File: src/verilog/scmi_params.svh
/*
  Constants of the sensor command interpreter: command codes, response
  bytes, reset values and timing. Assumes a 50 MHz core clock.
*/
`ifndef SCMI_PARAMS_SVH
`define SCMI_PARAMS_SVH

`define SCMI_CLK_MHZ 50
`define SCMI_RESP_US 100
`define SCMI_WRITE_MS 12
`define SCMI_WINDOW_MS 10
// least times, so rounded up; all are whole numbers at 50 MHz
`define SCMI_RESP_CYC (`SCMI_RESP_US * `SCMI_CLK_MHZ)
`define SCMI_WRITE_CYC (`SCMI_WRITE_MS * 1000 * `SCMI_CLK_MHZ)
// longest time, so rounded down
`define SCMI_WINDOW_CYC (`SCMI_WINDOW_MS * 1000 * `SCMI_CLK_MHZ)

`define SCMI_CMD_READ_HI 8'h1F
`define SCMI_CMD_WRITE_LO 8'h40
`define SCMI_CMD_WRITE_HI 8'h5F
`define SCMI_CMD_LEAVE 8'h80
`define SCMI_CMD_ENTER 8'hA0
`define SCMI_CMD_REV 8'hB0
`define SCMI_CFG_WORD 5'h1C
`define SCMI_ADDR_RST 7'h28
`define SCMI_CFG_RST 16'h0028
// status 10b (command mode) or 00b (normal), diagnostics 0000b, then response code
`define SCMI_RESP_BUSY 8'h80
`define SCMI_RESP_ACK 8'h81
`define SCMI_RESP_NACK 8'h82
`define SCMI_RESP_NORM 8'h00

`endif

File: src/verilog/scmi_pkg.sv
/*
  Types of the sensor command interpreter.
  Assumes scmi_params.svh holds the numeric constants.
*/
package scmi_pkg;
  typedef enum logic [1:0] {
    SCMI_NORM = 2'h0,
    SCMI_CMD = 2'h1,
    SCMI_BUSY = 2'h3
  } scmi_state_t;

  typedef enum logic [1:0] {
    SCMI_OP_ENTER = 2'h0,
    SCMI_OP_READ = 2'h1,
    SCMI_OP_REV = 2'h2,
    SCMI_OP_WRITE = 2'h3
  } scmi_op_t;
endpackage : scmi_pkg

File: src/verilog/scmi_eeprom.sv
/*
  Word store of 32 x 16 bits with registered read data.
  Assumes a single writer; the config word resets to its default.
*/
`timescale 1ns/1ns
`include "scmi_params.svh"

module scmi_eeprom
  import scmi_pkg::*;
#(
  parameter int WORDS = 32,
  parameter int AW = 5
)(
  input wire logic clk,
  input wire logic arst_n,
  input wire logic [AW-1:0] addr,
  input wire logic we,
  input wire logic [15:0] wdata,
  output logic [15:0] rdata
);
  typedef struct packed {
    logic [WORDS-1:0][15:0] mem;
    logic [15:0] rd;
  } scmi_mem_t;

  scmi_mem_t s_q, s_d;

  always_comb
  begin
    s_d = s_q;
    s_d.rd = s_q.mem[addr];
    if (we)
    begin
      s_d.mem[addr] = wdata;
    end
  end

  always_ff @(posedge clk or negedge arst_n)
  begin
    if (!arst_n)
    begin
      s_q <= '0;
      s_q.mem[`SCMI_CFG_WORD] <= `SCMI_CFG_RST;
    end
    else
    begin
      s_q <= s_d;
    end
  end

  assign rdata = s_q.rd;
endmodule : scmi_eeprom

File: src/verilog/scmi_core.sv
/*
  Command-mode interpreter of an I2C humidity sensor. Takes whole 4-byte
  command messages from a byte-level I2C slave front end,
  which matches the address given on slave_addr. Response bytes stand on
  resp_byte, data_hi, data_lo for the front end to shift out.
*/
// How it works
// RULE1: commands 0x00-0x1F with zero data read that word within 100 us.
// RULE2: command 0xB0 with zero data readies the revision word for a fetch.
// RULE3: commands 0x40-0x5F store both data bytes at the low bits, 12 ms.
// RULE4: command 0x80 with zero data leaves command mode for normal operation.
// RULE5: the enter command 0xA0 works only while the power-on window is open.
// RULE6: the host sends 0xA0 with zero data within 10 ms of power-on.
// RULE7: out of reset the device answers at slave address 0x28.
// RULE8: after a good entry the first fetched byte is 0x81.
// RULE9: on failed entry the host slows its bus below 100 kHz and retries.
// RULE10: reading word 0x1C gives 0x81 then 0x00 and 0x28 by default.
// RULE11: command 0x5C with 0x00 and a new address stores that address.
// RULE12: the host reads 0x1C back to confirm a new address.
// RULE13: each response is fetched by its own I2C read transfer.
// RULE14: on any failure the host power-cycles and starts over.
// RULE15: the slave address is bits 6:0 of configuration word 0x1C.
// RULE16: a new address takes effect only when command mode ends.
// RULE17: until a command completes, a fetch shows the busy response code.
`timescale 1ns/1ns
`include "scmi_params.svh"

module scmi_core
  import scmi_pkg::*;
#(
  parameter int RESP_CYC = `SCMI_RESP_CYC,
  parameter int WRITE_CYC = `SCMI_WRITE_CYC,
  parameter int WINDOW_CYC = `SCMI_WINDOW_CYC,
  // revision word, value is arbitrary
  parameter logic [15:0] REV_WORD = 16'h0001
)(
  input wire logic clk,
  input wire logic arst_n,
  input wire logic msg_valid,
  input wire logic [7:0] msg_cmd,
  input wire logic [15:0] msg_data,
  output logic [6:0] slave_addr,
  output logic [7:0] resp_byte,
  output logic [7:0] data_hi,
  output logic [7:0] data_lo,
  output logic cmd_mode,
  output logic busy,
  output logic normal_start
);
  localparam int CW = 20;
  localparam logic [CW-1:0] RESP_N = CW'(RESP_CYC);
  localparam logic [CW-1:0] WRITE_N = CW'(WRITE_CYC);
  localparam logic [CW-1:0] WINDOW_N = CW'(WINDOW_CYC);

  typedef struct packed {
    scmi_state_t st;
    scmi_op_t op;
    logic [CW-1:0] cnt;
    logic [CW-1:0] win_cnt;
    logic win_open;
    logic [4:0] addr;
    logic [7:0] resp;
    logic [15:0] data;
    logic [6:0] slave_addr;
    logic [6:0] new_addr;
    logic nom;
    logic cm;
    logic bz;
  } scmi_core_t;

  scmi_core_t s_q, s_d;
  logic [15:0] mem_rdata;
  logic mem_we;
  logic zero_data;
  logic is_read;
  logic is_write;

  assign zero_data = (msg_data == 16'h0000);
  assign is_read = (msg_cmd <= `SCMI_CMD_READ_HI) && zero_data;
  assign is_write = (msg_cmd >= `SCMI_CMD_WRITE_LO)
                    && (msg_cmd <= `SCMI_CMD_WRITE_HI);

  ////////////////////////////////////////////////////////////////////////
  always_comb
  begin
    s_d = s_q;
    s_d.nom = 1'b0;
    mem_we = 1'b0;
    // window counter stops once closed, so it never wraps open again
    if (s_q.win_open)
    begin
      s_d.win_cnt = s_q.win_cnt + CW'(1);
      if (s_q.win_cnt == WINDOW_N - CW'(1))
      begin
        s_d.win_open = 1'b0;
      end
    end
    case (s_q.st)
      SCMI_NORM:
      begin
        // RULE5: entry gated by window
        if (msg_valid && s_q.win_open && msg_cmd == `SCMI_CMD_ENTER
            && zero_data)
        begin
          s_d.st = SCMI_BUSY;
          s_d.op = SCMI_OP_ENTER;
          s_d.cnt = RESP_N;
          s_d.resp = `SCMI_RESP_BUSY;
        end
      end
      SCMI_CMD:
      begin
        if (msg_valid)
        begin
          s_d.st = SCMI_BUSY;
          s_d.cnt = RESP_N;
          // RULE17: busy until done
          s_d.resp = `SCMI_RESP_BUSY;
          s_d.data = 16'h0000;
          if (is_read)
          begin
            // RULE1: word read
            s_d.op = SCMI_OP_READ;
            s_d.addr = msg_cmd[4:0];
          end
          else if (is_write)
          begin
            // RULE3: word write
            s_d.op = SCMI_OP_WRITE;
            s_d.addr = msg_cmd[4:0];
            s_d.cnt = WRITE_N;
            mem_we = 1'b1;
            // RULE11: stored address, RULE15: bits 6:0
            if (msg_cmd[4:0] == `SCMI_CFG_WORD)
            begin
              s_d.new_addr = msg_data[6:0];
            end
          end
          else if (msg_cmd == `SCMI_CMD_REV && zero_data)
          begin
            // RULE2: revision prepared
            s_d.op = SCMI_OP_REV;
          end
          else if (msg_cmd == `SCMI_CMD_LEAVE && zero_data)
          begin
            // RULE4: back to normal, RULE16: address applied now
            s_d.st = SCMI_NORM;
            s_d.slave_addr = s_q.new_addr;
            s_d.resp = `SCMI_RESP_NORM;
            s_d.nom = 1'b1;
          end
          else
          begin
            s_d.st = SCMI_CMD;
            s_d.resp = `SCMI_RESP_NACK;
          end
        end
      end
      SCMI_BUSY:
      begin
        // messages while busy are dropped
        s_d.cnt = s_q.cnt - CW'(1);
        if (s_q.cnt == CW'(1))
        begin
          s_d.st = SCMI_CMD;
          // RULE8: ack once in command mode
          s_d.resp = `SCMI_RESP_ACK;
          if (s_q.op == SCMI_OP_READ)
          begin
            // RULE10: response then high and low bytes
            s_d.data = mem_rdata;
          end
          else if (s_q.op == SCMI_OP_REV)
          begin
            s_d.data = REV_WORD;
          end
        end
      end
      default:
      begin
        s_d.st = SCMI_NORM;
      end
    endcase
    // mode flags registered so the outputs come straight from flops
    s_d.cm = (s_d.st != SCMI_NORM);
    s_d.bz = (s_d.st == SCMI_BUSY);
  end

  always_ff @(posedge clk or negedge arst_n)
  begin
    if (!arst_n)
    begin
      s_q <= '0;
      s_q.st <= SCMI_NORM;
      s_q.win_open <= 1'b1;
      // RULE7: default address
      s_q.slave_addr <= `SCMI_ADDR_RST;
      s_q.new_addr <= `SCMI_ADDR_RST;
    end
    else
    begin
      s_q <= s_d;
    end
  end

  scmi_eeprom #(.WORDS(32), .AW(5)) u_mem (
    .clk(clk),
    .arst_n(arst_n),
    .addr(mem_we ? msg_cmd[4:0] : s_q.addr),
    .we(mem_we),
    .wdata(msg_data),
    .rdata(mem_rdata)
  );

  assign slave_addr = s_q.slave_addr;
  assign resp_byte = s_q.resp;
  assign data_hi = s_q.data[15:8];
  assign data_lo = s_q.data[7:0];
  assign cmd_mode = s_q.cm;
  assign busy = s_q.bz;
  assign normal_start = s_q.nom;
endmodule : scmi_core

File: config.mk
export PLATFORM = sky130hd
export DESIGN_NAME = scmi_core
export DESIGN_NICKNAME = d
export VERILOG_FILES = /design/src/verilog/scmi_pkg.sv /design/src/verilog/scmi_eeprom.sv /design/src/verilog/scmi_core.sv
export VERILOG_INCLUDE_DIRS = /design/src /design/src/verilog
export SDC_FILE = /design/constraint.sdc
export NUM_CORES = 1
export LEC_CHECK = 0
export CAP_MARGIN = 20
export CORE_MARGIN = 4
export CORE_UTILIZATION = 40
export CTS_BUF_LIST = sky130_fd_sc_hd__clkbuf_4 sky130_fd_sc_hd__clkbuf_8 sky130_fd_sc_hd__clkbuf_16
export DETAILED_ROUTE_END_ITERATION = 8
export DONT_BUFFER_PORTS = 1
export PLACE_DENSITY = 0.63
export SYNTH_ARGS = -nofsm -noshare
export SYNTH_HDL_FRONTEND = slang
export SYNTH_SLANG_ARGS = --single-unit
File: constraint.sdc
create_clock -name clk -period 6.4 [get_ports clk]
set_input_delay 0.96 -clock clk [delete_from_list [all_inputs] [get_ports clk]]
set_output_delay 0.96 -clock clk [all_outputs]
set_load 0.02 [all_outputs]
==> impl_metrics.ini <==
[synth]
avgSynthCellArea_um2 = 10.5
ys_warn_count = 0
synth_top_area_cell = dfrtp_1
synth_edf_count = 0
async_flop_share_pct = 100
synth-main-ff-cell = dfrtp_1
ys_seq_area_share_pct = 43.7
yosysUniqueCellTypes = 61
synthCells = 3361
yosysTopAreaCellShare_pct = 43.1
post_synth_instance_area_mm2 = 0.0352
synth.area.top_cells = dfrtp_1 (43%), mux2_2 (17%), nor3b_1 (9.6%)
ys_ff_latch = 614

[hold_path]
holdCritPathClass = in -> async

[clock_tree]
hold_buffers = 0
clkTransAtPathRegs_ps = 70
cts_buffers = 69
clkLatencyLatePin_ps = 610
postCtsSetupRepairBufs = 0
cts.repair.resized = 0
cts.sinks = 614
clock_path_buffers = 3
clock-root-buffer = clkbuf_16
cts_tree = built
htree_levels = 3

[placed_design]
dpl.hpwl_um = 61900
port_buffers = 0
gp_congestion = 0.875

[worst_setup_path]
crit_path_top_delay_cell = mux2i_4
critPathMaxFanout = 461
cp_slowest_stage_delay_ps = 1670
worst-endpoint-required_ps = 6890
arrival_ps = 5240
crit_chain = mux2i_4 > buf_4 > mux2i_1 > o2111ai_1 > or4_1
cp-start-kind = primary input
cp_top_family = multiplexers
criticalPathCategory = in -> reg
worst-path-buf-inv = 1
end_kind = flip-flop

[final_layout]
regArea_mm2 = 0.0154
final_common_cell = dfrtp_1
layout-drive-gt1-share_pct = 23.1
area_growth_pct = 8.36
multiInputGateArea_mm2 = 0.0183
layout_common_cells = dfrtp_1 (606), nand2_1 (560), mux2_2 (526)
final_core_util_pct = 43.8
n_fill_cell = 8165
fin_nets = 3184

[global_routing]
overflow = 0
grt_max_degree = 615
grt_pass1_vias = 24300
antenna_found_initial = 8
grt_pass1_wl_um = 162000
globalRouteTotalUtil_pct = 22.4

[timing]
fmax_ghz = 0.210
period_share_pct = 74.3
setup_tns_ps = 0
setup_viol = 0
slew_viol_final = 692
rsz0062_at_grt = false
slew_headroom_pct = -82.1
fin_crit_ps = 4750
tightestPinTransition_ps = 2730
skew_ps = 19.8
hold_viol = 0

[floorplanning]
start_util_pct = 40.5
boundaryPins = 61
dieArea_mm2 = 0.0928
core_area_mm2 = 0.0870
rows = 108
fp.dieH_um = 305
die_x_um = 305

[route]
vias = 26200
routed_wl_um = 107000
routedWlPerCell_um = 24.6
first_pass_iters = 6
ant_nets = 0
avgViaCountPerCell = 6.01
initialDrtViolationCount = 3157
drc = 0

[power]
ir_drop_mv = 0.210
total_power_w = 0.00814
power_density_mw_per_mm2 = 213
p_leak_nw = 17.6

[run_status]
violations = max-slew violations
outcome = complete, but fails checks

[run]
drv_cap = 0
Yosys cell counts, types with 7 or more instances:
library cell and count:
a21oi_1 20, and3_1 18, buf_1 9, buf_2 66
buf_4 57, clkbuf_1 199, dfrtp_1 607, dfstp_2 7
inv_1 19, mux2_2 526, mux2i_1 267, nand2_1 560
nand2b_1 9, nand3_1 22, nand4_1 50, nor2_1 43
nor2_2 7, nor2b_1 13, nor3_1 16, nor3b_1 449
nor4_1 7, o2111ai_1 32, o21ai_0 18, o31ai_1 227
or4_1 16, xnor2_1 15
per-layer routing:
metal	part of all wire (%)	track usage, %	vias to the layer above
met4	3.7	8.60	2
met3	8.4	4.80	172
met2	44	33.4	968
met1	44	32.0	13400
met5	0.012	0	-
li1	-	-	11700
path summary, 6_finish.rpt:
check | cells after the start | slack [ps] | start | to
max | 5 | 1650 | msg_cmd[0] | u_mem.rdata[5]
min | 0 | 40 | arst_n | s_q[60]
max reg2reg | 7 | 2380 | s_q[89] | u_mem.rdata[5]
min reg2reg | 2 | 460 | s_q[6] | s_q[6]
max in group asynchronous | 0 | 4200 | arst_n | u_mem.s_q[425]
min in group clk | 1 | 410 | msg_cmd[5] | normal_start
layout make-up:
type,instances,area share [%]
flip-flops and latches,614,40.3
clock buffers,102,5.58
clock inverters,23,0.764
diodes,2,0.0131
multi-input cells,2397,47.9
repair buffers,52,1.43
inverters,19,0.187
well taps,1155,3.79
state kept, by name, summed over array words and instances (netlist names):
name	count
busy	1
slave_addr	7
u_mem.rdata	16
resp_byte	3
s_q	57
cmd_mode	1
normal_start	1
data_hi	8
u_mem.s_q	512
data_lo	8
report_power, final:
group	switching, W	internal, W
combinational	0.0000122	0.0000106
sequential	0	0.00388
clock	0.00168	0.00255
total	0.00170	0.00645
stage by stage:
step	cell area (µm²)	setup slack [ps]	cells	hold WS (ps)
floorplan	35200	3440	3365	437
global placement	35700	2160	4233	455
detailed placement	35700	2120	4234	454
CTS	38100	2440	4359	10.7
global route	38100	2210	4362	25.0
finish	38200	1650	4364	42.3
cells by family after synthesis:
| group | synth area share, % |
|---|---|
| adder cells (fa/ha/maj) | 0.142 |
| multiplexers | 24.7 |
| buffers and inverters | 4.70 |
| AND/OR/NAND/NOR | 19.6 |
| AO/OA/AOI/OAI | 6.78 |
| XOR/XNOR | 0.473 |
| other | 0.0107 |
| flip-flops | 43.7 |
worst reg2reg max path: cells and delay by family (launching register included):
family          cells  cell delay (ps)
compound gates      1              180
buf+inv             1              480
flops               1              530
mux                 2             1270
simple gates        3             1440
Power figures use the tool's default switching activity.
